## config.mk

```make
export PLATFORM = sky130hd
export DESIGN_NAME = adc_sequence_flow_control
export DESIGN_NICKNAME = d
export VERILOG_FILES = /design/src/hw/adc_flow_pkg.sv /design/src/hw/adc_sequence_flow_control.sv /design/src/hw/enable_latency.sv
export SDC_FILE = /design/constraint.sdc
export NUM_CORES = 1
export LEC_CHECK = 0
export BUFFER_PORTS_ARGS = -buffer_cell sky130_fd_sc_hd__buf_4
export CAP_MARGIN = 20
export CORE_ASPECT_RATIO = 1.1
export CORE_MARGIN = 2
export CORE_UTILIZATION = 38
export CTS_CLUSTER_SIZE = 40
export DETAILED_ROUTE_END_ITERATION = 10
export PLACE_DENSITY = 0.76
export SLEW_MARGIN = 5
export SYNTH_ARGS = -nofsm -noshare
export SYNTH_HDL_FRONTEND = slang
export SYNTH_SLANG_ARGS = --single-unit
```

## constraint.sdc

```tcl
create_clock -name clk_sys -period 1.6 [get_ports clk_sys]
set_input_delay 0.08 -clock clk_sys [delete_from_list [all_inputs] [get_ports clk_sys]]
set_output_delay 0.08 -clock clk_sys [all_outputs]
set_load 0.01 [all_outputs]
```

## src/hw/adc_flow_pkg.sv

```systemverilog
package adc_flow_pkg;

	// Bit positions in the conversion_flow_control register.
	localparam int ABORT_BIT = 7;
	localparam int KICKOFF_BIT = 6;
	localparam int RESTART_BIT = 5;
	localparam int REG_WIDTH = 8;

	// Bits of access_source_select.
	localparam int ACC_BUS_BIT = 0;
	localparam int ACC_INT_BIT = 1;

	// Bus clock cycles after enable before the flow bits may change.
	localparam int ENABLE_LATENCY = 3;

	localparam logic [REG_WIDTH-1:0] FLOW_RESET = 8'h00;

	// Converter state reported by the sequencer core.
	typedef struct packed {
		logic boundary;
		logic idle;
		logic busy;
		logic sampleStart;
		logic endOfList;
		logic cmdLoaded;
	} convStatus_t;

	// Requests raised on the internal interface lines.
	typedef struct packed {
		logic abortReq;
		logic kickoffReq;
		logic restartReq;
	} intReq_t;

	// Commands to the sequencer core.
	typedef struct packed {
		logic abortSequence;
		logic startSequence;
		logic loadTopCommand;
	} seqCmd_t;

endpackage

```

## src/hw/adc_sequence_flow_control.sv

```systemverilog
// Function
// Abort bit 7, kickoff bit 6, one pending.
// Pending abort stops sequence at next boundary.
// Abort clears itself once aborted and idle.
// Requests set only when enabled; else zero.
// Writing zero to request bits does nothing.
// Bus abort write while set flags overrun.
// Internal abort request while set flags overrun.
// Access field picks bus or internal sources.
// Restart sets abort unless aborted or list end.
// Automatic abort sets unexpected restart error.
// Kickoff starts sequence only when nothing busy.
// Kickoff clears when first sample begins.
// Bus kickoff write while set flags overrun.
// Internal kickoff while set flags overrun.
// Bits writable three cycles after enabling.
// Disable or soft reset clears all bits.
// Restart loads top command, clears when loaded.
// Trigger mode restart also sets kickoff; code does so only at list end or with an abort pending or done.
module adc_sequence_flow_control (
	input wire logic clk_sys,
	input wire logic reset,
	input wire logic converterEnable,
	input wire logic softReset,
	input wire logic triggerMode,
	input wire logic [1:0] accessSourceSelect,
	input wire logic regWrite,
	input wire logic [adc_flow_pkg::REG_WIDTH-1:0] regWriteData,
	output logic [adc_flow_pkg::REG_WIDTH-1:0] regReadData,
	input wire adc_flow_pkg::intReq_t intReq,
	input wire adc_flow_pkg::convStatus_t convStatus,
	input wire logic errorClear,
	output adc_flow_pkg::seqCmd_t seqCmd,
	output logic abortOverrun,
	output logic restartOverrun,
	output logic unexpectedRestartError,
	output logic kickoffOverrunError
);
	import adc_flow_pkg::*;

	logic flowReady;
	logic busSel;
	logic intSel;
	logic clearAll;
	logic abortReqIn;
	logic kickReqIn;
	logic restartReqIn;
	logic restartNew;
	logic autoAbort;
	logic autoKick;
	logic abortDone;

	logic abort_r;
	logic abort_nxt;
	logic kick_r;
	logic kick_nxt;
	logic restart_r;
	logic restart_nxt;
	logic aborted_r;
	logic aborted_nxt;
	logic abortOvr_r;
	logic abortOvr_nxt;
	logic restartOvr_r;
	logic restartOvr_nxt;
	logic rstErr_r;
	logic rstErr_nxt;
	logic kickErr_r;
	logic kickErr_nxt;

	enable_latency #(
		.LATENCY(ENABLE_LATENCY)
	) u_latency (
		.clk_sys(clk_sys),
		.reset(reset),
		.enable(converterEnable && !softReset),
		.ready(flowReady)
	);

	// Source selection; only ones written by the bus, or internal lines raised while selected, count as requests.
	assign busSel = accessSourceSelect[ACC_BUS_BIT];
	assign intSel = accessSourceSelect[ACC_INT_BIT];
	assign abortReqIn = flowReady && ((busSel && regWrite && regWriteData[ABORT_BIT])
		|| (intSel && intReq.abortReq));
	assign kickReqIn = flowReady && ((busSel && regWrite && regWriteData[KICKOFF_BIT])
		|| (intSel && intReq.kickoffReq));
	assign restartReqIn = flowReady && ((busSel && regWrite && regWriteData[RESTART_BIT])
		|| (intSel && intReq.restartReq));
	assign clearAll = !converterEnable || softReset;

	assign restartNew = restartReqIn && !restart_r;
	assign autoAbort = restartNew && !abort_r && !aborted_r && !convStatus.endOfList;
	assign autoKick = triggerMode && restartNew
		&& (convStatus.endOfList || aborted_r || abort_r);
	assign abortDone = abort_r && convStatus.idle && !convStatus.busy;

	always_comb begin
		abort_nxt = abort_r;
		kick_nxt = kick_r;
		restart_nxt = restart_r;
		aborted_nxt = aborted_r;
		abortOvr_nxt = 1'b0;
		restartOvr_nxt = 1'b0;
		rstErr_nxt = rstErr_r;
		kickErr_nxt = kickErr_r;
		if (clearAll) begin
			abort_nxt = 1'b0;
			kick_nxt = 1'b0;
			restart_nxt = 1'b0;
			aborted_nxt = 1'b0;
			rstErr_nxt = 1'b0;
			kickErr_nxt = 1'b0;
		end else begin
			if (abortDone) begin
				abort_nxt = 1'b0;
				aborted_nxt = 1'b1;
			end
			if (abortReqIn || autoAbort) begin
				abort_nxt = 1'b1;
			end
			if (seqCmd.startSequence) begin
				aborted_nxt = 1'b0;
			end
			if (kick_r && convStatus.sampleStart) begin
				kick_nxt = 1'b0;
			end
			if (kickReqIn || autoKick) begin
				kick_nxt = 1'b1;
			end
			if (restart_r && convStatus.cmdLoaded) begin
				restart_nxt = 1'b0;
			end
			if (restartReqIn) begin
				restart_nxt = 1'b1;
			end
			abortOvr_nxt = abortReqIn && abort_r;
			restartOvr_nxt = restartReqIn && restart_r;
			if (errorClear) begin
				rstErr_nxt = 1'b0;
				kickErr_nxt = 1'b0;
			end
			if (autoAbort) begin
				rstErr_nxt = 1'b1;
			end
			if (kickReqIn && kick_r) begin
				kickErr_nxt = 1'b1;
			end
		end
	end

	always_ff @(posedge clk_sys) begin
		if (reset) begin
			abort_r <= 1'b0;
			kick_r <= 1'b0;
			restart_r <= 1'b0;
			aborted_r <= 1'b0;
			abortOvr_r <= 1'b0;
			restartOvr_r <= 1'b0;
			rstErr_r <= 1'b0;
			kickErr_r <= 1'b0;
		end else begin
			abort_r <= abort_nxt;
			kick_r <= kick_nxt;
			restart_r <= restart_nxt;
			aborted_r <= aborted_nxt;
			abortOvr_r <= abortOvr_nxt;
			restartOvr_r <= restartOvr_nxt;
			rstErr_r <= rstErr_nxt;
			kickErr_r <= kickErr_nxt;
		end
	end

	always_comb begin
		regReadData = FLOW_RESET;
		regReadData[ABORT_BIT] = abort_r;
		regReadData[KICKOFF_BIT] = kick_r;
		regReadData[RESTART_BIT] = restart_r;
	end

	assign seqCmd.abortSequence = abort_r && convStatus.boundary;
	assign seqCmd.startSequence = kick_r && !abort_r && !restart_r
		&& !convStatus.busy;
	assign seqCmd.loadTopCommand = restart_r && !abort_r && !convStatus.busy;
	assign abortOverrun = abortOvr_r;
	assign restartOverrun = restartOvr_r;
	assign unexpectedRestartError = rstErr_r;
	assign kickoffOverrunError = kickErr_r;

	bit_one_a: assert property (@(posedge clk_sys) disable iff (reset)
		regReadData[ABORT_BIT] == abort_r && regReadData[KICKOFF_BIT] == kick_r)
		else $error("flow bits misplaced in read data");
	abort_boundary_a: assert property (@(posedge clk_sys) disable iff (reset)
		(abort_r && convStatus.boundary) |-> seqCmd.abortSequence)
		else $error("abort not issued at boundary");
	abort_autoclear_a: assert property (@(posedge clk_sys) disable iff (reset)
		(abortDone && !abortReqIn && !autoAbort) |=> !abort_r)
		else $error("abort did not clear when idle");
	disable_clear_a: assert property (@(posedge clk_sys) disable iff (reset)
		clearAll |=> !abort_r && !kick_r && !restart_r && !kickErr_r)
		else $error("flow bits not cleared on disable");
	zero_write_a: assert property (@(posedge clk_sys) disable iff (reset)
		(abort_r && !clearAll && !abortDone) |=> abort_r)
		else $error("abort dropped without completion");
	abort_overrun_a: assert property (@(posedge clk_sys) disable iff (reset)
		(abortReqIn && abort_r && !clearAll) |=> abortOverrun && abort_r)
		else $error("abort overrun missed");
	latency_wait_a: assert property (@(posedge clk_sys) disable iff (reset)
		$rose(converterEnable) |-> !flowReady ##1 !flowReady ##1 !flowReady)
		else $error("flow bits writable too early");
	auto_abort_a: assert property (@(posedge clk_sys) disable iff (reset)
		(autoAbort && !clearAll) |=> abort_r && unexpectedRestartError)
		else $error("restart did not raise abort and error");
	start_idle_a: assert property (@(posedge clk_sys) disable iff (reset)
		seqCmd.startSequence |-> !convStatus.busy && kick_r)
		else $error("sequence started while busy");
	kick_clear_a: assert property (@(posedge clk_sys) disable iff (reset)
		(kick_r && convStatus.sampleStart && !kickReqIn && !autoKick) |=> !kick_r)
		else $error("kickoff not cleared on sampling");
	kick_overrun_a: assert property (@(posedge clk_sys) disable iff (reset)
		(kickReqIn && kick_r && !clearAll) |=> kickoffOverrunError && kick_r)
		else $error("kickoff overrun missed");

endmodule // adc_sequence_flow_control

```

## src/hw/enable_latency.sv

```systemverilog
module enable_latency #(
	parameter int LATENCY = adc_flow_pkg::ENABLE_LATENCY
) (
	input wire logic clk_sys,
	input wire logic reset,
	input wire logic enable,
	output logic ready
);
	import adc_flow_pkg::*;

	localparam int CW = $clog2(LATENCY + 1);
	localparam logic [CW-1:0] LAT = CW'(LATENCY);

	logic [CW-1:0] count_r;
	logic [CW-1:0] count_nxt;

	always_comb begin
		count_nxt = count_r;
		if (!enable) begin
			count_nxt = '0;
		end else if (count_r != LAT) begin
			count_nxt = count_r + CW'(1);
		end
	end

	always_ff @(posedge clk_sys) begin
		if (reset) begin
			count_r <= '0;
		end else begin
			count_r <= count_nxt;
		end
	end

	assign ready = enable && (count_r == LAT);

endmodule // enable_latency

```

Word-level counts from Yosys, hierarchy flattened
Index checks and enable logic that the tools add are counted.

storage, ports and cells
  flip-flop bits (word level) = 10
  bits of input ports = 26
  output and inout port bits = 15
  logic and storage cells = 76

cells by class
  $add $sub $neg = 1
  equal/unequal tests = 2
  muxes and demuxes = 9
  bitwise logic cells = 1
  reductions and logical operators = 54

operator list
  operator                                                        count
  1-bit logical AND                                               31
  2-bit nonzero test                                              5
  1-bit 2-to-1 mux                                                9
  1-bit logical OR                                                8
  1-bit zero test                                                 7
  2-bit OR reduction                                              2
  3-bit OR reduction                                              1
  2-bit by 1-bit adder with 2-bit output (second input constant)  1
  2-bit == test (second input constant)                           1
  2-bit inequality test (second input constant)                   1
  1-bit NOT                                                       1

Logic depth before layout (Yosys ltp)
  word-level depth = 10
  mapped depth = 5
  gate-level depth less buffers = 4

Hierarchy
From an unflattened synthesis, not the netlist that was laid out.

unflattened totals
  cells, all modules = 60
  area, all modules = 539.3 um^2

modules (own cells, without submodules)
  module                     times used  cells an instance  area an instance (um^2)  seq. area each (um^2)
  adc_sequence_flow_control  1           51                 446.7                    160.2
  enable_latency             1           9                  92.6                     40.0

Worst setup path before layout
No wires, ideal clock.

  path type = register to register
  from = register abort_r
  to = register aborted_r
  library setup time = 0.149 ns
  arrival time = 1.087 ns
  required time = 1.451 ns
  setup slack = 0.364 ns
  stages on the path, launching flop included = 4
  buffers on the path = 1
  period minus slack after synthesis = 1.236 ns
  cells stage by stage = dfxtp_1 buf_6 nor4b_1 nor3_1

RTL lines
  element                 RTL line                          RTL
  start, declared         adc_sequence_flow_control.sv:53   logic abort_r;
  start signal, assigned  adc_sequence_flow_control.sv:161  abort_r <= abort_nxt;
  end signal, assigned    adc_sequence_flow_control.sv:164  aborted_r <= aborted_nxt;
  end, declared           adc_sequence_flow_control.sv:59   logic aborted_r;

==> impl_metrics.env <==
export IMPL_outcome="completed"
export IMPL_syn_area_per_cell_um2=8.98
export IMPL_synth_area_um2=557
export IMPL_nets=117
export IMPL_ctsHoldBuffers=0
export IMPL_placed_area_um2=729
export IMPL_final_cell_area_um2=752
export IMPL_yosysWarnings=0
export IMPL_n_fill_cell=134
export IMPL_initial_utilization=0.408
export IMPL_arrival_ns=1.29
export IMPL_cp_max_fo=10
export IMPL_layout_setup_ws_ns=0.225
export IMPL_cp_cell_sequence="nor4b_1, buf_4"
export IMPL_power_density_mw_per_mm2=650
export IMPL_min_period_ns=1.37
export IMPL_antenna_found_initial=0
export IMPL_path_class="reg2out"
export IMPL_syn_inst=62
export IMPL_cts_setup_buffers=0
export IMPL_path_buf_inv=1
export IMPL_drcViolationCount=0
export IMPL_grt_pass1_vias=422
export IMPL_first_pass_iters=2
export IMPL_critPathTopFamily="simple AND/OR/NAND/NOR gates"
export IMPL_antennaDiodeCount=0
export IMPL_hpwlAfterDp_um=885
export IMPL_syn2layout_area_growth_pct=35.1
export IMPL_total_power_mw=0.489
export IMPL_leakage_nw=0.355
export IMPL_mostFrequentLayoutCells="30 x buf_4, 10 x dfxtp_1, 6 x nor2_1"
export IMPL_die_height_um=44.1
export IMPL_cpPeakStageDelay_ns=0.44
export IMPL_clock_path_buffers=2
export IMPL_cts_root_buffer="clkbuf_4"
export IMPL_drt_iter0_markers=5
export IMPL_pin_count=41
export IMPL_ir_worst_vdd_mv=0.414
export IMPL_via_count=504
export IMPL_rsz0062_at_grt="false"
export IMPL_insertion_delay_ns=0.26
export IMPL_grt_overflow_total=0
export IMPL_cts_resized_gates=0
export IMPL_grt_use_total=0.134
export IMPL_yosysUniqueCellTypes=30
export IMPL_timing_critical_path_from_type="flop"
export IMPL_port_buffers=30
export IMPL_synth_seq_area_share=0.360
export IMPL_num_rows=14
export IMPL_wirelength_mm=1.11
export IMPL_clock_sink_count=10
export IMPL_hold_path_class="in2reg"
export IMPL_routabilityCongestion=0.700
export IMPL_setup_tns_ns=0
export IMPL_grt_max_degree=11
export IMPL_dp_cells=101
export IMPL_cts_buffers=3
export IMPL_core_area_mm2=0.00137
export IMPL_layout_commonest_cell="buf_4"
export IMPL_cp_required_ns=1.52
export IMPL_drive_gt1_frac=0.386
export IMPL_hold_ws_ns=0.0915
export IMPL_cts_max_level=1
export IMPL_ys_ff_latch=10
export IMPL_fin_crit_sh=0.859
export IMPL_detail_route_antenna_nets=0
export IMPL_finalNonFillerCells=104
export IMPL_crit_slowest_cell="nor4b_1"
export IMPL_wire_per_inst_um=10.7
export IMPL_final_core_util=0.550
export IMPL_grt_pass1_wl_mm=1.62
export IMPL_final_hold_viol_count=0
export IMPL_dp_slack_ns=0.347
export IMPL_drv_cap=0
export IMPL_setup_viol=0
export IMPL_skew_ns=0.00242
export IMPL_clk_pin_slew_ns=0.06
export IMPL_die_area_mm2=0.00179
export IMPL_vias_per_cell=4.85
export IMPL_endpoint_kind="output pin"
export IMPL_max_freq_mhz=727
export IMPL_report_final_slew_viol_count=0
export IMPL_cts_tree="built"
export IMPL_fp_dieW_um=40.5
==> area by class of cell <==
class / instances / area (um2) / area share
inverter: 2 / 7.51 / 0.00998
tap: 16 / 20.0 / 0.0266
clock buffer: 3 / 22.5 / 0.0300
sequential: 10 / 200 / 0.266
timing repair buffer: 30 / 225 / 0.300
multi-input combinational: 43 / 277 / 0.368
==> layer usage <==
layer | part of all wire | track usage
met4 | 0.0054 | 0.0400
met1 | 0.41 | 0.154
met3 | 0.12 | 0.0503
met5 | 0 | 0
met2 | 0.47 | 0.222
==> registers in the layout, indices dropped and copies added, names as in the netlist <==
name,count
abortOverrun,1
kick_r,1
kickoffOverrunError,1
abort_r,1
aborted_r,1
u_latency.count_r,2
unexpectedRestartError,1
restartOverrun,1
restart_r,1
==> kinds of logic (layout without fill, tap and decap cells) <==
| group | after synthesis | count (layout) | synth area share |
|---|---|---|---|
| other | 1 | 5 | 0.00674 |
| muxes | 1 | 1 | 0.0180 |
| and+or+nand+nor | 24 | 24 | 0.263 |
| DFF | 10 | 10 | 0.360 |
| AOI/OAI and AO/OA | 11 | 11 | 0.144 |
| adders and majority gates | 1 | 1 | 0.0225 |
| buffers and inverters | 13 | 35 | 0.171 |
| xor gates and xnor gates | 1 | 1 | 0.0157 |
==> worst min-delay path, stage by stage <==
cell and delay [ns]:
buf_4 0.07, inv_1 0.04, nand2_1 0.06, a21oi_1 0.05
==> synthesized netlist by cell type, drive strengths merged <==
master | count | area [um2]
nor3b | 1 | 7.51
ha | 1 | 12.5
xor2 | 1 | 8.76
a32oi | 1 | 8.76
nor4b | 1 | 8.76
nor2 | 6 | 22.5
mux2i | 1 | 10.0
nand3 | 1 | 5.00
nand2 | 2 | 7.51
and2 | 1 | 6.26
nand4b | 1 | 8.76
nand2b | 1 | 6.26
nor4 | 1 | 6.26
buf | 11 | 87.6
nor2b | 3 | 26.3
conb | 1 | 3.75
nor3 | 1 | 5.00
and3b | 1 | 8.76
a21oi | 4 | 20.0
a32o | 3 | 30.0
or3 | 1 | 6.26
a31oi | 1 | 6.26
and3 | 2 | 12.5
or3b | 1 | 8.76
a211oi | 2 | 15.0
dfxtp | 10 | 200
inv | 2 | 7.51
==> path summary, 6_finish.rpt <==
path                                                           from                                  end  slack (ns)  cells after the start
worst min register to register  unexpectedRestartError$_SDFFE_PP0P_  unexpectedRestartError$_SDFFE_PP0P_        0.47                      2
worst max-delay path                           abort_r$_SDFFE_PP0P_                            seqCmd[1]        0.23                      2
worst max register to register    u_latency.count_r[0]$_SDFFE_PP0P_              abortOverrun$_SDFF_PP0_        0.33                      4
worst min-delay path                                     errorClear  unexpectedRestartError$_SDFFE_PP0P_        0.09                      4
==> report_power, final <==
group | internal [mW] | switching, mW
clock network | 0.0867 | 0.0822
logic | 0.0408 | 0.0281
registers | 0.250 | 0.000891
Power figures use the tool's default switching activity.
